<file path="config.mk">
export PLATFORM = sky130hd
export DESIGN_NAME = shared_pin_function_mux
export DESIGN_NICKNAME = d
export VERILOG_FILES = /design/src/rtl/pin_mux_pkg.sv /design/src/rtl/pad_out_cell.sv /design/src/rtl/shared_pin_function_mux.sv
export SDC_FILE = /design/constraint.sdc
export NUM_CORES = 1
export LEC_CHECK = 0
export BUFFER_PORTS_ARGS = -buffer_cell sky130_fd_sc_hd__buf_2
export CORE_ASPECT_RATIO = 1.4
export CORE_UTILIZATION = 35
export DETAILED_ROUTE_END_ITERATION = 8
export PLACE_DENSITY_LB_ADDON = 0.05
export REMOVE_ABC_BUFFERS = 1
export SLEW_MARGIN = 25
export SYNTH_ARGS = -nofsm -noshare
export SYNTH_HDL_FRONTEND = slang
export SYNTH_HIERARCHICAL = 1
export SYNTH_SLANG_ARGS = --single-unit
</file>
<file path="constraint.sdc">
create_clock -name ref_clk -period 1.7 [get_ports ref_clk]
set_input_delay 0.425 -clock ref_clk [delete_from_list [all_inputs] [get_ports ref_clk]]
set_output_delay 0.425 -clock ref_clk [all_outputs]
set_load 0.02 [all_outputs]
</file>
<file path="src/rtl/pin_mux_pkg.sv">
// Operation
// config bit 0 puts second timer wave A on pin 43
// config bit 1 puts second timer wave B on pin 42
// config bit 2 puts first timer wave A on pin 41
// config bit 3 puts first timer wave B on pin 40
// config bit 12 drives trace frame on pin 26, trace data on pin 27
// bits 12 and 9 together choose digital or analog input 1 on pin 27
// bit 10 chooses digital or analog input 2 on pin 29
// bits 13 and 11 together choose digital or analog input 3 on pin 30
// bit 14 chooses digital or reference voltage output on pin 31
// routing field general setting leaves pins 32 and 33 digital
// uart routing plus uart mode sends transmit data out pin 32
// same routing and mode feeds pin 33 as receive data
// spi master routing, spi mode, master bit: pin 32 out, 33 in
// two-wire routing and mode: pins 32, 33 are open-drain data, clock
// first timer capture route b: pin 32 to A, non-half also 33 to B
// first timer capture route c: pin 43 to A, non-half also 42 to B
// second timer capture route c: pin 41 to A, pin 40 to B
// pins 31, 42, 41, 40 always feed external interrupts a to d
// pin 29 and 31 feed timer external clocks and enable masks
// debug port has fixed clock, data in, data out, open-drain strobe
// one output source per pin, general output when no alternate enabled
package pin_mux_pkg;

	// pad slots, one per shared pin handled here
	localparam int NUM_PADS = 11;
	localparam int PAD_26   = 0;
	localparam int PAD_27   = 1;
	localparam int PAD_29   = 2;
	localparam int PAD_30   = 3;
	localparam int PAD_31   = 4;
	localparam int PAD_32   = 5;
	localparam int PAD_33   = 6;
	localparam int PAD_40   = 7;
	localparam int PAD_41   = 8;
	localparam int PAD_42   = 9;
	localparam int PAD_43   = 10;

	// pin configuration word layout
	localparam int CFG_WIDTH      = 16;
	localparam int CFG_T2_WAVE_A  = 0;
	localparam int CFG_T2_WAVE_B  = 1;
	localparam int CFG_T1_WAVE_A  = 2;
	localparam int CFG_T1_WAVE_B  = 3;
	localparam int CFG_ROUTE_LSB  = 4;
	localparam int CFG_ROUTE_MSB  = 7;
	localparam int CFG_ANALOG_1   = 9;
	localparam int CFG_ANALOG_2   = 10;
	localparam int CFG_ANALOG_3   = 11;
	localparam int CFG_TRACE      = 12;
	localparam int CFG_PIN30_HOLD = 13;
	localparam int CFG_VREF       = 14;
	localparam int SPI_CFG_MASTER = 4;
	localparam int SPI_CFG_WIDTH  = 8;

	// routing field codes for pins 32/33 and capture choices
	localparam logic [3:0] ROUTE_GPIO                        = 4'h0;
	localparam logic [3:0] SERIAL1_UART_FOUR_WIRE_ROUTE      = 4'h1;
	localparam logic [3:0] SERIAL1_TWO_WIRE_ROUTE            = 4'h2;
	localparam logic [3:0] SERIAL1_SPI_MASTER_ROUTE          = 4'h3;
	localparam logic [3:0] TIMER_ONE_CAPTURE_ROUTE_B         = 4'h4;
	localparam logic [3:0] TIMER_ONE_CAPTURE_ROUTE_B_HALF    = 4'h5;
	localparam logic [3:0] TIMER_ONE_CAPTURE_ROUTE_C         = 4'h6;
	localparam logic [3:0] TIMER_ONE_CAPTURE_ROUTE_C_HALF    = 4'h7;
	localparam logic [3:0] TIMER_TWO_CAPTURE_ROUTE_C         = 4'h8;

	// serial controller one mode
	typedef enum logic [1:0] {
		SERIAL1_OFF  = 2'h0,
		SERIAL1_UART = 2'h1,
		SERIAL1_SPI  = 2'h3,
		SERIAL1_I2C  = 2'h2
	} serial1_mode_type;

	// idle levels handed to cores when a pin is not routed to them, plus the released pad enable level
	localparam logic UART_IDLE    = 1'h1;
	localparam logic BUS_IDLE     = 1'h1;
	localparam logic INPUT_QUIET  = 1'h0;
	localparam logic PAD_RELEASED = 1'h1;

	typedef struct packed {
		logic one_a;
		logic one_b;
		logic two_a;
		logic two_b;
	} timer_wave_type;

	typedef struct packed {
		logic one_a;
		logic one_b;
		logic two_a;
		logic two_b;
	} capture_type;

	typedef struct packed {
		logic one_clock;
		logic two_clock;
		logic one_mask;
		logic two_mask;
	} timer_ext_type;

	typedef struct packed {
		logic txd;
		logic master_out;
		logic data_drive_low;
		logic clock_drive_low;
	} serial1_out_type;

	typedef struct packed {
		logic rxd;
		logic master_in;
		logic data_in;
		logic clock_in;
	} serial1_in_type;

	typedef struct packed {
		logic analog_1;
		logic analog_2;
		logic analog_3;
		logic vref_out;
	} analog_sel_type;

	typedef struct packed {
		logic out;
		logic oe_b;
	} pad_state_type;

endpackage

</file>
<file path="src/rtl/pad_out_cell.sv">
`timescale 1ns/10ps
// one pad's output stage: alternate source wins, else general output
module pad_out_cell (
	input  wire logic ref_clk,
	input  wire logic rst_b,
	input  wire logic gpio_out,
	input  wire logic gpio_drive,
	input  wire logic alt_en,
	input  wire logic alt_out,
	input  wire logic alt_drive,
	output logic      pad_out,
	output logic      pad_oe_b
);

	pin_mux_pkg::pad_state_type state_q;
	pin_mux_pkg::pad_state_type state_d;

	// single selector, so two sources can never fight on the pad
	always_comb begin
		state_d = state_q;
		if (alt_en) begin
			state_d.out  = alt_out;
			state_d.oe_b = ~alt_drive;
		end else begin
			state_d.out  = gpio_out;
			state_d.oe_b = ~gpio_drive;
		end
	end

	// released pad after reset keeps the board quiet
	always_ff @(posedge ref_clk) begin
		if (!rst_b) begin
			state_q.out  <= 1'h0;
			state_q.oe_b <= pin_mux_pkg::PAD_RELEASED;
		end else begin
			state_q <= state_d;
		end
	end

	assign pad_out  = state_q.out;
	assign pad_oe_b = state_q.oe_b;

endmodule

</file>
<file path="src/rtl/shared_pin_function_mux.sv">
`timescale 1ns/10ps
// routes general i/o and alternate functions onto the shared pins
module shared_pin_function_mux #(
	parameter int NUM_PADS = pin_mux_pkg::NUM_PADS
) (
	input  wire logic                                   ref_clk,
	input  wire logic                                   rst_b,
	input  wire logic [pin_mux_pkg::CFG_WIDTH-1:0]      pin_config,
	input  wire pin_mux_pkg::serial1_mode_type          serial1_mode_select,
	input  wire logic [pin_mux_pkg::SPI_CFG_WIDTH-1:0]  serial1_spi_config,
	input  wire logic [NUM_PADS-1:0]                    gpio_out,
	input  wire logic [NUM_PADS-1:0]                    gpio_drive,
	output logic [NUM_PADS-1:0]                         gpio_in,
	input  wire pin_mux_pkg::timer_wave_type            timer_wave,
	input  wire logic                                   trace_frame_out,
	input  wire logic                                   trace_data_out,
	input  wire pin_mux_pkg::serial1_out_type           serial1_core_out,
	output pin_mux_pkg::serial1_in_type                 serial1_core_in,
	output pin_mux_pkg::capture_type                    timer_capture,
	output pin_mux_pkg::timer_ext_type                  timer_ext,
	output logic [3:0]                                  ext_interrupt,
	output pin_mux_pkg::analog_sel_type                 analog_select,
	input  wire logic [NUM_PADS-1:0]                    pad_in,
	output logic [NUM_PADS-1:0]                         pad_out,
	output logic [NUM_PADS-1:0]                         pad_oe_b,
	input  wire logic                                   debug_port_clock,
	input  wire logic                                   debug_port_data_in,
	output logic                                        debug_port_data_out,
	input  wire logic                                   debug_port_load_strobe_in,
	output logic                                        debug_port_load_strobe_out,
	output logic                                        debug_port_load_strobe_oe_b,
	output logic                                        debug_core_clock,
	output logic                                        debug_core_data_in,
	input  wire logic                                   debug_core_data_out,
	input  wire logic                                   debug_core_load_drive_low,
	output logic                                        debug_core_load_seen
);

	// the pin map is fixed; other pad counts have no wiring
	if (NUM_PADS != pin_mux_pkg::NUM_PADS) begin : g_bad_pads
		$error("pad count must match the fixed pin map");
	end

	typedef struct packed {
		logic [NUM_PADS-1:0]         gpio_in;
		pin_mux_pkg::serial1_in_type serial1_in;
		pin_mux_pkg::capture_type    capture;
		pin_mux_pkg::timer_ext_type  ext;
		logic [3:0]                  irq;
		pin_mux_pkg::analog_sel_type analog;
		logic                        dbg_clock;
		logic                        dbg_data_in;
		logic                        dbg_data_out;
		logic                        dbg_load_out;
		logic                        dbg_load_oe_b;
		logic                        dbg_load_seen;
	} mux_state_type;

	mux_state_type       state_q;
	mux_state_type       state_d;
	logic [NUM_PADS-1:0] alt_en;
	logic [NUM_PADS-1:0] alt_out;
	logic [NUM_PADS-1:0] alt_drive;
	logic [3:0]          route;
	logic                uart_on;
	logic                spi_on;
	logic                i2c_on;
	logic                cap1_b;
	logic                cap1_b_full;
	logic                cap1_c;
	logic                cap1_c_full;
	logic                cap2_c;

	// routing field and serial mode decode
	always_comb begin
		route       = pin_config[pin_mux_pkg::CFG_ROUTE_MSB:pin_mux_pkg::CFG_ROUTE_LSB];
		uart_on     = ((route == pin_mux_pkg::SERIAL1_UART_FOUR_WIRE_ROUTE)
		            || (route == pin_mux_pkg::SERIAL1_TWO_WIRE_ROUTE))
		            && (serial1_mode_select == pin_mux_pkg::SERIAL1_UART);
		spi_on      = (route == pin_mux_pkg::SERIAL1_SPI_MASTER_ROUTE)
		            && (serial1_mode_select == pin_mux_pkg::SERIAL1_SPI)
		            && serial1_spi_config[pin_mux_pkg::SPI_CFG_MASTER];
		i2c_on      = (route == pin_mux_pkg::SERIAL1_TWO_WIRE_ROUTE)
		            && (serial1_mode_select == pin_mux_pkg::SERIAL1_I2C);
		cap1_b_full = (route == pin_mux_pkg::TIMER_ONE_CAPTURE_ROUTE_B);
		cap1_b      = cap1_b_full || (route == pin_mux_pkg::TIMER_ONE_CAPTURE_ROUTE_B_HALF);
		cap1_c_full = (route == pin_mux_pkg::TIMER_ONE_CAPTURE_ROUTE_C);
		cap1_c      = cap1_c_full || (route == pin_mux_pkg::TIMER_ONE_CAPTURE_ROUTE_C_HALF);
		cap2_c      = (route == pin_mux_pkg::TIMER_TWO_CAPTURE_ROUTE_C);
	end

	// alternate output sources per pad; analog use takes the pad and releases it
	always_comb begin
		alt_en    = '0;
		alt_out   = '0;
		alt_drive = '0;
		// trace pair owns pins 26 and 27
		alt_en[pin_mux_pkg::PAD_26]    = pin_config[pin_mux_pkg::CFG_TRACE];
		alt_out[pin_mux_pkg::PAD_26]   = trace_frame_out;
		alt_drive[pin_mux_pkg::PAD_26] = 1'h1;
		alt_en[pin_mux_pkg::PAD_27]    = pin_config[pin_mux_pkg::CFG_TRACE]
		                               || pin_config[pin_mux_pkg::CFG_ANALOG_1];
		alt_out[pin_mux_pkg::PAD_27]   = trace_data_out;
		alt_drive[pin_mux_pkg::PAD_27] = pin_config[pin_mux_pkg::CFG_TRACE];
		// analog pins: digital driver held off
		alt_en[pin_mux_pkg::PAD_29]    = pin_config[pin_mux_pkg::CFG_ANALOG_2];
		alt_en[pin_mux_pkg::PAD_30]    = pin_config[pin_mux_pkg::CFG_ANALOG_3]
		                               && !pin_config[pin_mux_pkg::CFG_PIN30_HOLD];
		alt_en[pin_mux_pkg::PAD_31]    = pin_config[pin_mux_pkg::CFG_VREF];
		// serial controller one on pins 32 and 33; otherwise general i/o
		if (uart_on) begin
			alt_en[pin_mux_pkg::PAD_32]    = 1'h1;
			alt_out[pin_mux_pkg::PAD_32]   = serial1_core_out.txd;
			alt_drive[pin_mux_pkg::PAD_32] = 1'h1;
			alt_en[pin_mux_pkg::PAD_33]    = 1'h1;
		end else if (spi_on) begin
			alt_en[pin_mux_pkg::PAD_32]    = 1'h1;
			alt_out[pin_mux_pkg::PAD_32]   = serial1_core_out.master_out;
			alt_drive[pin_mux_pkg::PAD_32] = 1'h1;
			alt_en[pin_mux_pkg::PAD_33]    = 1'h1;
		end else if (i2c_on) begin
			// open drain: only ever pull low
			alt_en[pin_mux_pkg::PAD_32]    = 1'h1;
			alt_drive[pin_mux_pkg::PAD_32] = serial1_core_out.data_drive_low;
			alt_en[pin_mux_pkg::PAD_33]    = 1'h1;
			alt_drive[pin_mux_pkg::PAD_33] = serial1_core_out.clock_drive_low;
		end
		// timer waveforms on pins 40..43
		alt_en[pin_mux_pkg::PAD_43]    = pin_config[pin_mux_pkg::CFG_T2_WAVE_A];
		alt_out[pin_mux_pkg::PAD_43]   = timer_wave.two_a;
		alt_drive[pin_mux_pkg::PAD_43] = 1'h1;
		alt_en[pin_mux_pkg::PAD_42]    = pin_config[pin_mux_pkg::CFG_T2_WAVE_B];
		alt_out[pin_mux_pkg::PAD_42]   = timer_wave.two_b;
		alt_drive[pin_mux_pkg::PAD_42] = 1'h1;
		alt_en[pin_mux_pkg::PAD_41]    = pin_config[pin_mux_pkg::CFG_T1_WAVE_A];
		alt_out[pin_mux_pkg::PAD_41]   = timer_wave.one_a;
		alt_drive[pin_mux_pkg::PAD_41] = 1'h1;
		alt_en[pin_mux_pkg::PAD_40]    = pin_config[pin_mux_pkg::CFG_T1_WAVE_B];
		alt_out[pin_mux_pkg::PAD_40]   = timer_wave.one_b;
		alt_drive[pin_mux_pkg::PAD_40] = 1'h1;
	end

	// inputs handed to cores; unrouted inputs rest at their idle level
	always_comb begin
		state_d         = state_q;
		state_d.gpio_in = pad_in;
		state_d.serial1_in.rxd       = uart_on ? pad_in[pin_mux_pkg::PAD_33] : pin_mux_pkg::UART_IDLE;
		state_d.serial1_in.master_in = spi_on ? pad_in[pin_mux_pkg::PAD_33] : pin_mux_pkg::INPUT_QUIET;
		state_d.serial1_in.data_in   = i2c_on ? pad_in[pin_mux_pkg::PAD_32] : pin_mux_pkg::BUS_IDLE;
		state_d.serial1_in.clock_in  = i2c_on ? pad_in[pin_mux_pkg::PAD_33] : pin_mux_pkg::BUS_IDLE;
		// capture inputs
		state_d.capture.one_a = pin_mux_pkg::INPUT_QUIET;
		state_d.capture.one_b = pin_mux_pkg::INPUT_QUIET;
		if (cap1_b) begin
			state_d.capture.one_a = pad_in[pin_mux_pkg::PAD_32];
			state_d.capture.one_b = cap1_b_full ? pad_in[pin_mux_pkg::PAD_33] : pin_mux_pkg::INPUT_QUIET;
		end else if (cap1_c) begin
			state_d.capture.one_a = pad_in[pin_mux_pkg::PAD_43];
			state_d.capture.one_b = cap1_c_full ? pad_in[pin_mux_pkg::PAD_42] : pin_mux_pkg::INPUT_QUIET;
		end
		state_d.capture.two_a = cap2_c ? pad_in[pin_mux_pkg::PAD_41] : pin_mux_pkg::INPUT_QUIET;
		state_d.capture.two_b = cap2_c ? pad_in[pin_mux_pkg::PAD_40] : pin_mux_pkg::INPUT_QUIET;
		// timer clocks, masks and interrupts follow their pins always
		state_d.ext.two_clock = pad_in[pin_mux_pkg::PAD_29];
		state_d.ext.one_mask  = pad_in[pin_mux_pkg::PAD_29];
		state_d.ext.one_clock = pad_in[pin_mux_pkg::PAD_31];
		state_d.ext.two_mask  = pad_in[pin_mux_pkg::PAD_31];
		state_d.irq           = {pad_in[pin_mux_pkg::PAD_40], pad_in[pin_mux_pkg::PAD_41],
		                         pad_in[pin_mux_pkg::PAD_42], pad_in[pin_mux_pkg::PAD_31]};
		// analog selects; trace use on pin 27 beats analog input 1
		state_d.analog.analog_1 = pin_config[pin_mux_pkg::CFG_ANALOG_1]
		                        && !pin_config[pin_mux_pkg::CFG_TRACE];
		state_d.analog.analog_2 = pin_config[pin_mux_pkg::CFG_ANALOG_2];
		state_d.analog.analog_3 = pin_config[pin_mux_pkg::CFG_ANALOG_3]
		                        && !pin_config[pin_mux_pkg::CFG_PIN30_HOLD];
		state_d.analog.vref_out = pin_config[pin_mux_pkg::CFG_VREF];
		// dedicated debug port, never shared
		state_d.dbg_clock     = debug_port_clock;
		state_d.dbg_data_in   = debug_port_data_in;
		state_d.dbg_data_out  = debug_core_data_out;
		state_d.dbg_load_out  = 1'h0;
		state_d.dbg_load_oe_b = ~debug_core_load_drive_low;
		state_d.dbg_load_seen = ~debug_port_load_strobe_in;
	end

	// one register stage keeps core-side inputs glitch free
	always_ff @(posedge ref_clk) begin
		if (!rst_b) begin
			state_q                    <= '0;
			state_q.serial1_in.rxd     <= pin_mux_pkg::UART_IDLE;
			state_q.serial1_in.data_in <= pin_mux_pkg::BUS_IDLE;
			state_q.serial1_in.clock_in <= pin_mux_pkg::BUS_IDLE;
			state_q.dbg_load_oe_b      <= pin_mux_pkg::PAD_RELEASED;
		end else begin
			state_q <= state_d;
		end
	end

	// per-pad output stage
	for (genvar i = 0; i < NUM_PADS; i++) begin : g_pad
		pad_out_cell u_cell (
			.ref_clk   (ref_clk),
			.rst_b     (rst_b),
			.gpio_out  (gpio_out[i]),
			.gpio_drive(gpio_drive[i]),
			.alt_en    (alt_en[i]),
			.alt_out   (alt_out[i]),
			.alt_drive (alt_drive[i]),
			.pad_out   (pad_out[i]),
			.pad_oe_b  (pad_oe_b[i])
		);
	end

	// outputs straight from flops
	assign gpio_in                     = state_q.gpio_in;
	assign serial1_core_in             = state_q.serial1_in;
	assign timer_capture               = state_q.capture;
	assign timer_ext                   = state_q.ext;
	assign ext_interrupt               = state_q.irq;
	assign analog_select               = state_q.analog;
	assign debug_core_clock            = state_q.dbg_clock;
	assign debug_core_data_in          = state_q.dbg_data_in;
	assign debug_port_data_out         = state_q.dbg_data_out;
	assign debug_port_load_strobe_out  = state_q.dbg_load_out;
	assign debug_port_load_strobe_oe_b = state_q.dbg_load_oe_b;
	assign debug_core_load_seen        = state_q.dbg_load_seen;

	// checks on routing, each one cycle after the cause
	AST_T2_WAVE_A: assert property (@(posedge ref_clk) disable iff (!rst_b)
		pin_config[pin_mux_pkg::CFG_T2_WAVE_A] |=> (pad_out[pin_mux_pkg::PAD_43] == $past(timer_wave.two_a))
		&& !pad_oe_b[pin_mux_pkg::PAD_43]) else $error("pin 43 not carrying timer two wave a");
	AST_T2_WAVE_B: assert property (@(posedge ref_clk) disable iff (!rst_b)
		pin_config[pin_mux_pkg::CFG_T2_WAVE_B] |=> (pad_out[pin_mux_pkg::PAD_42] == $past(timer_wave.two_b))
		&& !pad_oe_b[pin_mux_pkg::PAD_42]) else $error("pin 42 not carrying timer two wave b");
	AST_T1_WAVE_A: assert property (@(posedge ref_clk) disable iff (!rst_b)
		pin_config[pin_mux_pkg::CFG_T1_WAVE_A] |=> (pad_out[pin_mux_pkg::PAD_41] == $past(timer_wave.one_a))
		&& !pad_oe_b[pin_mux_pkg::PAD_41]) else $error("pin 41 not carrying timer one wave a");
	AST_T1_WAVE_B: assert property (@(posedge ref_clk) disable iff (!rst_b)
		pin_config[pin_mux_pkg::CFG_T1_WAVE_B] |=> (pad_out[pin_mux_pkg::PAD_40] == $past(timer_wave.one_b))
		&& !pad_oe_b[pin_mux_pkg::PAD_40]) else $error("pin 40 not carrying timer one wave b");
	AST_TRACE: assert property (@(posedge ref_clk) disable iff (!rst_b)
		pin_config[pin_mux_pkg::CFG_TRACE] |=> (pad_out[pin_mux_pkg::PAD_26] == $past(trace_frame_out))
		&& (pad_out[pin_mux_pkg::PAD_27] == $past(trace_data_out)) && !analog_select.analog_1)
		else $error("trace pins not driven");
	AST_GPIO_PASS: assert property (@(posedge ref_clk) disable iff (!rst_b)
		(route == pin_mux_pkg::ROUTE_GPIO) |=> (pad_out[pin_mux_pkg::PAD_32] == $past(gpio_out[pin_mux_pkg::PAD_32]))
		&& (pad_oe_b[pin_mux_pkg::PAD_33] == !$past(gpio_drive[pin_mux_pkg::PAD_33])))
		else $error("pins 32/33 not general i/o");
	AST_UART_TX: assert property (@(posedge ref_clk) disable iff (!rst_b)
		uart_on |=> (pad_out[pin_mux_pkg::PAD_32] == $past(serial1_core_out.txd))
		&& (serial1_core_in.rxd == $past(pad_in[pin_mux_pkg::PAD_33]))) else $error("uart routing wrong");
	AST_I2C_OPEN_DRAIN: assert property (@(posedge ref_clk) disable iff (!rst_b)
		i2c_on |=> !pad_out[pin_mux_pkg::PAD_32] && !pad_out[pin_mux_pkg::PAD_33]
		&& (pad_oe_b[pin_mux_pkg::PAD_33] == !$past(serial1_core_out.clock_drive_low)))
		else $error("two-wire pins drive high");
	AST_CAPTURE_B: assert property (@(posedge ref_clk) disable iff (!rst_b)
		cap1_b_full |=> (timer_capture.one_a == $past(pad_in[pin_mux_pkg::PAD_32]))
		&& (timer_capture.one_b == $past(pad_in[pin_mux_pkg::PAD_33]))) else $error("capture route b wrong");
	AST_IRQ: assert property (@(posedge ref_clk) disable iff (!rst_b)
		1'h1 |=> (ext_interrupt[0] == $past(pad_in[pin_mux_pkg::PAD_31]))
		&& (ext_interrupt[3] == $past(pad_in[pin_mux_pkg::PAD_40]))) else $error("interrupt pin map wrong");
	AST_ONE_SOURCE: assert property (@(posedge ref_clk) disable iff (!rst_b)
		(alt_en == '0) |=> (pad_out == $past(gpio_out)) && (pad_oe_b == ~$past(gpio_drive)))
		else $error("general output not on idle pins");
	AST_ANALOG_2: assert property (@(posedge ref_clk) disable iff (!rst_b)
		pin_config[pin_mux_pkg::CFG_ANALOG_2] |=> analog_select.analog_2 && pad_oe_b[pin_mux_pkg::PAD_29])
		else $error("pin 29 not released for analog input");
	AST_SPI_MASTER: assert property (@(posedge ref_clk) disable iff (!rst_b)
		spi_on |=> (pad_out[pin_mux_pkg::PAD_32] == $past(serial1_core_out.master_out)) && !pad_oe_b[pin_mux_pkg::PAD_32]
		&& (serial1_core_in.master_in == $past(pad_in[pin_mux_pkg::PAD_33]))) else $error("spi master routing wrong");
	AST_CAPTURE_T2: assert property (@(posedge ref_clk) disable iff (!rst_b)
		cap2_c |=> (timer_capture.two_a == $past(pad_in[pin_mux_pkg::PAD_41]))
		&& (timer_capture.two_b == $past(pad_in[pin_mux_pkg::PAD_40]))) else $error("timer two capture route wrong");
	AST_DEBUG_STROBE: assert property (@(posedge ref_clk) disable iff (!rst_b)
		1'h1 |=> !debug_port_load_strobe_out
		&& (debug_port_load_strobe_oe_b == !$past(debug_core_load_drive_low))) else $error("debug strobe not open drain");

	COV_UART: cover property (@(posedge ref_clk) disable iff (!rst_b) uart_on ##1 uart_on);
	COV_I2C_LOW: cover property (@(posedge ref_clk) disable iff (!rst_b)
		i2c_on && serial1_core_out.data_drive_low);
	COV_CAP_C: cover property (@(posedge ref_clk) disable iff (!rst_b) cap1_c_full && cap2_c == 1'h0);
	COV_TRACE: cover property (@(posedge ref_clk) disable iff (!rst_b) pin_config[pin_mux_pkg::CFG_TRACE]);

endmodule

</file>
==> results of run 1 <==
==> logic make-up after synthesis <==
group                     Yosys count  share of synthesized area [%]
DFF                                50                           57.6
AOI/OAI and AO/OA                   2                           1.01
buffers and inverters              14                           5.04
and+or+nand+nor                    63                           20.7
other                               2                          0.432
muxes                              24                           14.6
xor gates and xnor gates            1                          0.504
==> worst max-delay path: stages <==
cell and delay (ns):
sky130_fd_sc_hd__buf_2 0.11, sky130_fd_sc_hd__or3b_4 0.40, sky130_fd_sc_hd__nor3_2 0.19, sky130_fd_sc_hd__or3_1 0.24
sky130_fd_sc_hd__mux2_1 0.34, sky130_fd_sc_hd__nand2_1 0.06
==> power by group through the flow <==
stage / logic, mW / registers [mW] / clock network [mW]
6_report: 0.362 / 1.24 / 0.794
5_1_grt: 0.399 / 1.25 / 0.889
4_1_cts: 0.369 / 1.25 / 0.834
3_5_place_dp: 0.368 / 1.27 / 0
3_3_place_gp: 0.365 / 1.27 / 0
2_1_floorplan: 0.0862 / 1.37 / 0
==> metrics by stage <==
stage / std cells / setup slack [ns] / total power, mW
floorplan: 155 / 0.0123 / 1.45
global placement: 351 / -0.119 / 1.64
detailed placement: 351 / -0.131 / 1.64
CTS: 359 / 0.180 / 2.45
global route: 359 / 0.131 / 2.54
finish: 359 / 0.178 / 2.40
==> flip-flops by register name, summed over array words and instances, names as in the netlist <==
signal / flops
analog_select: 4
debug_core_clock: 1
debug_core_data_in: 1
debug_core_load_seen: 1
debug_port_data_out: 1
debug_port_load_strobe_oe_b: 1
g_pad.u_cell/pad_oe_b: 11
g_pad.u_cell/pad_out: 11
gpio_in: 11
serial1_core_in: 4
timer_capture: 4
==> synthesized netlist by cell type, drive strengths merged, types with 2 or more instances <==
cell type,count
nand2,16
and2,17
clkbuf,2
nor3,2
nor2,4
conb,2
inv,2
buf,10
mux2i,13
nand3b,2
dfxtp,50
mux2,11
nor2b,14
==> metal layers <==
| layer | global-route usage, % | vias up | part of all wire, % |
|---|---|---|---|
| li1 | - | 763 | - |
| met1 | 11.6 | 644 | 36 |
| met2 | 25.0 | 82 | 50 |
| met3 | 6.25 | 6 | 12 |
| met4 | 5.45 | 0 | 1.7 |
| met5 | 0 | - | 0 |
==> how the worst max path moves through the flow <==
stage                     slack (ns)           from                                   to  cells after the start
after floorplan                 0.01  pin_config[7]  g_pad[5].u_cell/pad_oe_b$_SDFF_PN1_                      5
after global placement         -0.12  pin_config[7]  g_pad[5].u_cell/pad_oe_b$_SDFF_PN1_                      6
after detailed placement       -0.13  pin_config[7]  g_pad[5].u_cell/pad_oe_b$_SDFF_PN1_                      6
after CTS                       0.18  pin_config[7]  g_pad[5].u_cell/pad_oe_b$_SDFF_PN1_                      6
after global routing            0.13  pin_config[7]  g_pad[5].u_cell/pad_oe_b$_SDFF_PN1_                      6
final                           0.18  pin_config[7]  g_pad[5].u_cell/pad_oe_b$_SDFF_PN1_                      6
==> cell type report <==
class	count	area, sq um	area share, %
multi-input cells	103	689	26.7
clock buffers	5	68.8	2.67
clock inverters	3	40.0	1.55
repair buffers	132	693	26.9
inverters	2	7.51	0.291
flip-flops and latches	50	1000	38.8
well taps	64	80.1	3.10
==> impl_summary.md, run 1 <==
Run status
The run finished with clean final reports.

Layout
After routing the design area is 2580 sq um. The number of nets in the final layout is 370. The number of antenna cells inserted is 0. The area growth from synthesis to layout is 48.6%. The share of final-layout standard cells stronger than drive strength 1 is 48.5%. In the layout the commonest cells are 124 x sky130_fd_sc_hd__buf_2, 50 x sky130_fd_sc_hd__dfxtp_1, 17 x sky130_fd_sc_hd__and2_1, 16 x sky130_fd_sc_hd__nand2_1, 14 x sky130_fd_sc_hd__nor2b_1. The number of inserted filler cells in the final layout is 499. The library cell used most frequently in the layout, excluding fill and tap cells, is sky130_fd_sc_hd__buf_2. The final core utilization is 53.7%.

Clocking
Gates resized during post-CTS repair numbered 0. Counting along the longest clock path gives a buffer depth of 2. TritonCTS created 5 clock buffers. The number of sinks on the clock net is 50.

CTS built an H-tree with a depth of 2. The tree is rooted in a sky130_fd_sc_hd__clkbuf_8. The count of hold-fix buffers inserted at cts is 0. The TritonCTS clock tree is done. The number of buffers added for setup after CTS is 0. The clock transition at the registers of the reported paths is 0.08 ns.

Floorplanning
The floorplan die height is 85.3 um. The initial utilization of the core area, before any placement, comes to 36.1%. The I/O pin count is 135. Measured along the x axis, the die boundary spans 61.5 um. The die covers 5250 sq um. The total number of placement rows is 30. The region available for standard cell placement spans 4800 sq um.

Placement
The congestion estimate from routability-driven global placement came to 0.692. Once placement finished, the instance area stood at 2470 sq um. Once detailed placement completed, the half-perimeter wirelength came to 2850 um.

During placement, the flow inserted port buffers numbering 124.

GRT
Global routing used 13.4% of the available tracks across all layers. The total overflow left after global routing is 0. The initial antenna violation count is 0. The first global-routing pass estimated 5150 um of wire.

The via count of the first global-routing pass is 1249. Entering global routing, the biggest net connects 25 pins.

Power and ir drop
The clock group share of total power is 33.1%. The analysis attributes to net switching a power of 0.571 mW. Across the VDD grid, the largest voltage drop is 0.000553 V. The leakage component of the power is 1.36 nW.

Internal power comes to 1.83 mW. The fraction of power consumed by sequential logic is 51.8%. Net switching is 23.8% of the power. Combinational logic burns 15.1% of the power.

Power spread over the standard cell area amounts to 931 nW/um^2.

Route
The routed layout has 1495 vias. The final layout contains routed wiring with a total length of 3490 um. The detailed router finished its first iteration with 21 violations. In this run the remaining antenna-violating nets after routing total 0. The post-detailed-route via-to-cell ratio is 4.16.

For this run, design rule violations remaining after detail routing come to 0. After detailed routing, the average wire length per cell comes to 9.71 um. The count of TritonRoute iterations in the first routing pass is 2.

Synth
A synthesized cell averages 11.1 sq um. The top flip-flop cell by instance count after synthesis is sky130_fd_sc_hd__dfxtp_1. The synthesized design contains 50 register bits.

The number of synthesized flops with an enable pin is 0. The distinct cell type count of the synthesized netlist is 26. Counting every instance in the synthesized netlist gives 156. Ranked by total cell area, the synthesized netlist is headed by sky130_fd_sc_hd__dfxtp_1 58%, sky130_fd_sc_hd__mux2i_1 7.5%, sky130_fd_sc_hd__mux2_1 7.1%. The synthesized area is 1740 sq um. After synthesis, flip-flops and latches occupy 57.6% of the total area.

The Yosys warning count is 6. The largest total area in the synthesized netlist belongs to sky130_fd_sc_hd__dfxtp_1. Of all flip-flops after synthesis, the portion carrying an async set or reset was 0%. The area share of the leading cell type in the synthesized netlist is 57.6%.

Worst setup path
The kind of start point of the critical path is a primary input. Data arrives at the worst endpoint at 1.76 ns. In this run the worst path has a maximum fanout of 4. The endpoint type of the worst setup path is a flip-flop. The class of the most critical setup path is primary input to flip-flop. For the worst setup path, the data required time is 1.94 ns.

Hold path
The worst hold path belongs to the class primary input to flip-flop. The number of instances on the worst hold path is 2. The critical hold path startpoint is debug_port_load_strobe_in.

The sink of the worst hold path is debug_core_load_seen$_SDFF_PN0_.

STA
The post-route clock period utilization is 89.5%. The number of pins with negative max-slew slack in the final report is 0. The maximum frequency from static timing analysis is 657 MHz. The count of final hold-check violations is 0. For the finished layout, the period the worst path requires is 1.52 ns. The number of endpoints failing setup at the final stage is 0. For the final routed database, the setup TNS stands at 0 ns. Hold timing on the final database bottoms out at a slack of 0.278 ns. Setup repair after global routing left no endpoint under its margin.

Run
The number of maximum-capacitance violations is 0.
No activity file was read; power rests on OpenSTA's default activity.
==> run 2: changes to the inputs <==
--- a/config.mk
+++ b/config.mk
@@ -5,10 +5,10 @@
 export SDC_FILE = /design/constraint.sdc
 export NUM_CORES = 1
 export LEC_CHECK = 0
-export BUFFER_PORTS_ARGS = -buffer_cell sky130_fd_sc_hd__buf_2
 export CORE_ASPECT_RATIO = 1.4
-export CORE_UTILIZATION = 35
+export CORE_UTILIZATION = 54
 export DETAILED_ROUTE_END_ITERATION = 8
+export DONT_BUFFER_PORTS = 1
 export PLACE_DENSITY_LB_ADDON = 0.05
 export REMOVE_ABC_BUFFERS = 1
 export SLEW_MARGIN = 25
==> constraint.sdc (replaced) <==
create_clock -name ref_clk -period 1.7 [get_ports ref_clk]
set_input_delay 0.425 -clock ref_clk [delete_from_list [all_inputs] [get_ports ref_clk]]
set_output_delay 0.425 -clock ref_clk [all_outputs]
set_load 0.005 [all_outputs]
==> run 2 against run 1 <==
Count of clock-buffer cells in the layout grew 1. Critical path depth decreased by 1. Cell area decreased by 28%. Clock power is 19% lower. Die area down 34%. Flip-flop and latch count did not move. Via count shrank 30%. Worst hold slack worse by 0.077 ns. Utilization is 6.2 points higher. Sequential power about the same. Cell count shrank 43%. Largest power group unchanged.
==> impl_summary.md, run 2 (synthesis results as in run 1) <==
Worst setup path
The signal on the critical path passes through or3b_4 -> nor3_2 -> or3_1 -> mux2_1 -> nand2_1. The arrival time of the worst setup path is 1.63 ns (-0.13 ns). The required time reported for the critical path endpoint is 1.94 ns (about the same). STA classifies the critical path endpoint as a flip-flop.

The kind of start point of the critical path is a primary input. The largest incremental delay on the critical path is 0.38 ns (-0.02 ns). The largest fanout on the critical path came to 4 (unchanged).

The class of the most critical setup path is primary input to flip-flop. The largest individual stage delay along the critical path comes from the cell sky130_fd_sc_hd__or3b_4.

STA
The maximum frequency from static timing analysis is 719 MHz (+9.4%). The total negative slack is 0 ns (unchanged). The count of final hold-check violations is 0 (unchanged). The number of endpoints failing setup at the final stage is 0 (unchanged).

The shortest period the worst path allows came to 1.39 ns (-0.131 ns). Setup repair after global routing left no endpoint under its margin. The worst hold slack after final layout is 0.200 ns (-0.0774 ns). The number of pins with negative max-slew slack in the final report was 0 (unchanged). The worst setup margin is 0.309 ns (+0.131 ns). The post-route clock period utilization came to 81.8% (-7.7 points).

Power and ir drop
The peak ir drop on the vdd network came to 0.000725 V (+31%). The leakage component of the power came to 0.805 nW (-41%). The power per cell area is 1080 nW/um^2 (+16%).

Placement
The count of buffers inserted at the top-level ports is 0 (-100%). The final estimated routing congestion in global placement came to 0.743 (+7.4%). The post-detailed-placement half-perimeter wirelength is 2280 um (-20%). The worst setup timing slack at the placement stage is 0.00246 ns (+0.134 ns).

Clocking
The buffer levels on the longest clock path is 2 (unchanged). The number of H-tree levels is 2 (unchanged). The number of gates resized after cts was 0 (unchanged). The number of sinks on the clock net is 50 (unchanged). The number of buffers added for setup after CTS is 0 (unchanged). TritonCTS built the clock tree. The number of clock buffers inserted by TritonCTS is 5 (unchanged). The buffer cell driving the clock tree root is sky130_fd_sc_hd__clkbuf_8.

The clock transition at the registers of the reported paths is 0.08 ns (about the same). The count of hold-fix buffers inserted at cts came to 0 (unchanged).

Run
The number of maximum-capacitance violations is 0 (unchanged).

Layout
The share of final-layout standard cells stronger than drive strength 1 was 7.32% (-41 points). The library cell used most frequently in the layout, excluding fill and tap cells, is sky130_fd_sc_hd__dfxtp_1. The number of nets in the final layout came to 241 (-35%). The top cell types in the final layout, fill and taps aside, are 50 x sky130_fd_sc_hd__dfxtp_1, 17 x sky130_fd_sc_hd__and2_1, 16 x sky130_fd_sc_hd__nand2_1, 14 x sky130_fd_sc_hd__nor2b_1. The final core utilization came to 59.9% (+6.2 points). The number of antenna cells inserted came to 0 (unchanged). The area growth from synthesis to layout is 6.63%.

Hold path
The critical hold path startpoint is rst_b. The sink of the worst hold path is g_pad[1].u_cell/pad_oe_b$_SDFF_PN1_. In this run the worst hold path is classified as primary input to flip-flop.

The number of instances on the worst hold path was 1 (-1).

Run status
The flow ran to the end, and the final reports show no timing, DRC or antenna violations.

Route
The count of TritonRoute iterations in the first routing pass was 4 (+2). The post-detailed-route via-to-cell ratio is 5.15 (+24%). The routed length per instance was 14.6 um (+50%). The number of remaining DRC errors is 0 (unchanged). The final antenna-violating net count is 0 (unchanged). The iteration-0 DRC count of the detailed router is 25 (+19%). The sum of routed wire length over all layers is 2970 um (-15%). The via count of the routed design came to 1045 (-30%).

GRT
The total global routing track utilization is 17.7% (+4.2 points). The initial antenna violation count is 0 (unchanged). The first-pass GRT wire length is 4420 um (-14%).

The total overflow reported by the global router came to 0 (unchanged). The pin count of the biggest net entering global routing came to 46 (+84%). The via count of the first global-routing pass came to 1017 (-19%).

Floorplanning
The floorplan die height is 69.1 um (-19%). The area of the die is 3450 sq um (-34%). The initial core utilization is 56.1% (+20 points).

The total number of placement rows was 24 (-20%). The I/O pin count was 135 (unchanged). The overall die width came to 49.9 um (-19%). The floorplan core area is 3090 sq um (-36%).
## run 2: changes by cell type in the layout (fill, tap and decap cells not counted)
cell and delta:
sky130_fd_sc_hd__buf_12 -1, sky130_fd_sc_hd__buf_2 -124, sky130_fd_sc_hd__buf_4 -4, sky130_fd_sc_hd__bufinv_16 -1, sky130_fd_sc_hd__clkbuf_8 +1, sky130_fd_sc_hd__clkinv_2 -2
## run 2: routing by layer
metal,share of wire [%],GRT usage (%),up-vias
met2,54,33.8,73
li1,-,-,499
met3,11,7.95,4
met5,0,0,-
met4,0.91,8.57,0
met1,34,14.3,469
## run 2: final cells by class
class | count | area (sq um)
Inverter | 2 | 7.51
Sequential cell | 50 | 1000
Fill cell | 276 | 1240
Timing Repair Buffer | 3 | 22.5
Tap cell | 39 | 48.8
Clock buffer | 6 | 82.6
Multi-Input combinational cell | 103 | 689
## run 2: worst max path at each step
| stage | cells past startpoint | slack [ns] | from | endpoint |
|---|---|---|---|---|
| global route | 5 | 0.21 | pin_config[7] | g_pad[5].u_cell/pad_oe_b$_SDFF_PN1_ |
| detailed placement | 5 | 0.002 | pin_config[7] | g_pad[6].u_cell/pad_oe_b$_SDFF_PN1_ |
| finish | 5 | 0.31 | pin_config[7] | g_pad[5].u_cell/pad_oe_b$_SDFF_PN1_ |
| global placement | 5 | 0.02 | pin_config[7] | g_pad[5].u_cell/pad_oe_b$_SDFF_PN1_ |
| CTS | 5 | 0.31 | pin_config[7] | g_pad[5].u_cell/pad_oe_b$_SDFF_PN1_ |
| floorplan | 5 | 0.01 | pin_config[7] | g_pad[5].u_cell/pad_oe_b$_SDFF_PN1_ |
## run 2: where the power goes
group,switching [mW],internal [mW]
Combinational,0.0358,0.0599
Clock,0.331,0.314
Sequential,0.0351,1.23
Total,0.402,1.61
## run 2: worst max-delay path, delay by kind of cell
| kind | cells | cell delay, ns |
|---|---|---|
| simple gates | 4 | 0.86 |
| mux | 1 | 0.34 |
## run 2: stage by stage
| stage | power [mW] | std cells | instance area [sq um] |
|---|---|---|---|
| after floorplan | 1.37 | 155 | 1700 |
| after global placement | 1.39 | 197 | 1770 |
| after detailed placement | 1.39 | 197 | 1770 |
| after CTS | 2.03 | 203 | 1850 |
| after global routing | 2.09 | 203 | 1850 |
| final | 2.01 | 203 | 1850 |
==> run 3: changes to the inputs <==
--- a/config.mk
+++ b/config.mk
@@ -5,8 +5,9 @@
 export SDC_FILE = /design/constraint.sdc
 export NUM_CORES = 1
 export LEC_CHECK = 0
+export ABC_AREA = 1
 export CORE_ASPECT_RATIO = 1.4
-export CORE_UTILIZATION = 54
+export CORE_UTILIZATION = 60
 export DETAILED_ROUTE_END_ITERATION = 8
 export DONT_BUFFER_PORTS = 1
 export PLACE_DENSITY_LB_ADDON = 0.05
==> constraint.sdc (replaced) <==
create_clock -name ref_clk -period 1.3 [get_ports ref_clk]
set_input_delay 0.325 -clock ref_clk [delete_from_list [all_inputs] [get_ports ref_clk]]
set_output_delay 0.325 -clock ref_clk [all_outputs]
set_load 0.005 [all_outputs]
==> run 3 against run 2 <==
Flip-flop and latch count is the same. First-iteration DRC count increased by 48%. Sequential share of layout area decreased by 5.0 points. Setup slack got worse by 0.083 ns. Synthesized cell count grew 73%. Non-clock buffer count is 2 higher. Total power increased by 31%. Cell area increased by 10%. Cell count up 57%. Via count up 40%. Clock power up 24%. Critical endpoint is now timer_ext[3]. Largest power group unchanged. Highest routed layer unchanged.
==> impl_summary.md, run 3 <==
STA
The number of pins with negative max-slew slack in the final report is 0 (unchanged). The number of endpoints failing setup at the final stage was 0 (unchanged). The worst setup margin came to 0.226 ns (-0.0833 ns). The routed design could run at a clock period as short as 1.07 ns. The count of final hold-check violations is 0 (unchanged). Setup repair after global routing left no endpoint under its margin. The worst path uses 82.6% of the clock period.

Static timing analysis puts the maximum clock frequency at 931 MHz. The total negative slack is 0 ns (unchanged).

Worst setup path
The arrival time of the worst setup path is 0.75 ns (-0.88 ns). The critical path is of the flip-flop to output pin type. In this run the worst setup path begins at gpio_in[4]$_SDFF_PN0_. Following the worst setup path forward leads to its endpoint at timer_ext[3]. The required time reported for the critical path endpoint is 0.98 ns (-0.96 ns). The cell count along the critical path is 0 (-5). The largest fanout on the critical path is 4 (unchanged). The endpoint type of the worst setup path is an output pin.

STA classifies the critical path startpoint as a flip-flop.

GRT
The pin count of the biggest net entering global routing is 46 (unchanged). The total overflow reported by the global router is 0 (unchanged). The first-pass GRT wire length was 5360 um (+21%).

The initial antenna violation count was 0 (unchanged). The total global routing track utilization is 21.3% (+3.7 points). The via count of the first global-routing pass is 1346 (+32%).

Route
The iteration-0 DRC count of the detailed router is 37 (+48%). The count of TritonRoute iterations in the first routing pass is 4 (unchanged). The sum of routed wire length over all layers was 3470 um (+17%).

The number of remaining DRC errors is 0 (unchanged). The via count of the routed design is 1458 (+40%). The final antenna-violating net count is 0 (unchanged).

The post-detailed-route via-to-cell ratio is 4.57 (-11%). The routed length per instance came to 10.9 um (-26%).

Synth
The number of synthesized flops with an enable pin came to 0 (unchanged). The top flip-flop cell by instance count after synthesis is sky130_fd_sc_hd__dfxtp_1. The Yosys warning count came to 6 (unchanged). The cell type with the largest total area after synthesis is sky130_fd_sc_hd__dfxtp_1. The area share of the leading cell type in the synthesized netlist is 52.2% (-5.5 points). The number of storage elements in the synthesis netlist is 50 (unchanged). The sequential share of the synthesized area is 52.2% (-5.5 points). By area the synthesized netlist is led by sky130_fd_sc_hd__dfxtp_1 52%, sky130_fd_sc_hd__inv_1 14%, sky130_fd_sc_hd__nand2_1 14%. The distinct cell type count of the synthesized netlist is 15 (-42%). Counting instances in the post-synthesis netlist gives the leading cell types as 72 x sky130_fd_sc_hd__inv_1, 71 x sky130_fd_sc_hd__nand2_1, 50 x sky130_fd_sc_hd__dfxtp_1, 32 x sky130_fd_sc_hd__nor2_1, 19 x sky130_fd_sc_hd__nand3_1.

The synthesized area is 1920 sq um (+10%). The cell count after synthesis was 270 (+73%). The most frequently used cell type in the post-synthesis netlist is sky130_fd_sc_hd__inv_1. The proportion of register bits with asynchronous set or reset after synthesis is 0% (unchanged). The average cell area after synthesis is 7.10 sq um (-36%).

Clocking
The number of buffers added for setup after CTS was 0 (unchanged). The number of clock buffers inserted by TritonCTS came to 5 (unchanged). The count of hold-fix buffers inserted at cts was 0 (unchanged).

The clock transition at the registers of the reported paths came to 0.08 ns (about the same). The number of sinks on the clock net is 50 (unchanged). The TritonCTS clock tree is done. The buffer levels on the longest clock path is 2 (unchanged). The number of H-tree levels came to 2 (unchanged). The tree is rooted in a sky130_fd_sc_hd__clkbuf_8.

The number of gates resized after cts is 0 (unchanged).

Layout
The area used by multi-input combinational logic is 611 sq um (-11%). The area used by sequential logic in the layout is 1000 sq um (unchanged). The leading cell type in the layout, fill and taps excluded is sky130_fd_sc_hd__inv_1. The share of final-layout standard cells stronger than drive strength 1 is 6.03% (-1.3 points). The number of nets in the final layout is 358 (+49%). The number of non-filler instances in the completed layout came to 319 (+57%). The area growth from synthesis to layout is 6.46%. The number of inserted filler cells in the final layout is 263 (-4.7%). In the layout the commonest cells are 72 x sky130_fd_sc_hd__inv_1, 71 x sky130_fd_sc_hd__nand2_1, 50 x sky130_fd_sc_hd__dfxtp_1, 32 x sky130_fd_sc_hd__nor2_1, 19 x sky130_fd_sc_hd__nand3_1. The number of antenna cells inserted was 0 (unchanged).

Floorplanning
The total number of placement rows was 23 (-4.2%). The initial core utilization is 64.7% (+8.6 points). The area of the die came to 3430 sq um (-0.58%).

The I/O pin count is 135 (unchanged). The floorplan core area was 2960 sq um (-4.2%). The overall die width is 49.8 um (-0.29%).

The floorplan die height is 68.9 um (-0.29%).

Power and ir drop
The total power is 2.63 mW (+31%). The power per cell area is 1290 nW/um^2 (+19%). The peak ir drop on the vdd network is 0.000898 V (+24%).

The leakage component of the power was 1.20 nW (+49%).

Placement
The final estimated routing congestion in global placement came to 0.730 (-1.8%). The cell count after placement is 312 (+58%). The count of buffers inserted at the top-level ports is 0 (unchanged).

The worst setup timing slack at the placement stage came to 0.0166 ns (+0.0142 ns). The post-detailed-placement half-perimeter wirelength was 2670 um (+17%).

Run
The number of maximum-capacitance violations came to 0 (unchanged).

Hold path
In this run the worst hold path is classified as primary input to flip-flop. In this run the most critical hold path is launched from pin_config[12]. The number of instances on the worst hold path is 1 (unchanged).

Run status
The run finished with clean final reports.
## run 3: layout make-up
type | count | area share, %
multi-input cells | 148 | 29.9
clock buffers | 7 | 3.74
repair buffers | 5 | 1.84
well taps | 37 | 2.27
flip-flops and latches | 50 | 49.0
inverters | 72 | 13.2
## run 3: logic make-up (layout without fill, tap and decap cells)
group | count (synthesis) | after routing | synth area share [%]
flip-flops | 50 | 50 | 52.2
AO/OA/AOI/OAI | 2 | 2 | 0.652
other | 2 | 13 | 0.392
buffers and inverters | 83 | 84 | 18.1
AND/OR/NAND/NOR | 133 | 133 | 28.6
## run 3: per-stage QoR
stage / util [%] / hold WS (ns) / area (sq um)
floorplan: - / 0.387 / 1880
CTS: 68.9 / 0.0876 / 2040
detailed placement: 66.3 / 0.400 / 1970
global placement: 66.3 / 0.389 / 1970
finish: 68.9 / 0.0968 / 2040
global route: 68.9 / 0.0744 / 2040
## run 3: power by group
part | switching, mW | total [mW] | internal [mW]
registers | 0.0484 | 1.66 | 1.61
logic | 0.0919 | 0.165 | 0.0727
clock network | 0.431 | 0.802 | 0.371
total | 0.571 | 2.63 | 2.06
## run 3: worst min-delay path by stage
stage | to
after floorplan | debug_port_load_strobe_oe_b$_SDFF_PN1_
after global placement | debug_port_load_strobe_oe_b$_SDFF_PN1_
after detailed placement | analog_select[3]$_SDFF_PN0_
after CTS | debug_core_load_seen$_SDFF_PN0_
after global routing | analog_select[3]$_SDFF_PN0_
final | analog_select[3]$_SDFF_PN0_
## run 3: layer usage
layer  vias to the layer above  routed length [um]  part of all wire [%]  global-route usage [%]
met1                       596                1170                    34                    18.8
met5                         -                   0                     0                       0
met2                        87                1810                    52                    39.7
met4                         0                  97                   2.8                    11.8
li1                        767                   -                     -                       -
met3                         8                 393                    11                    10.3
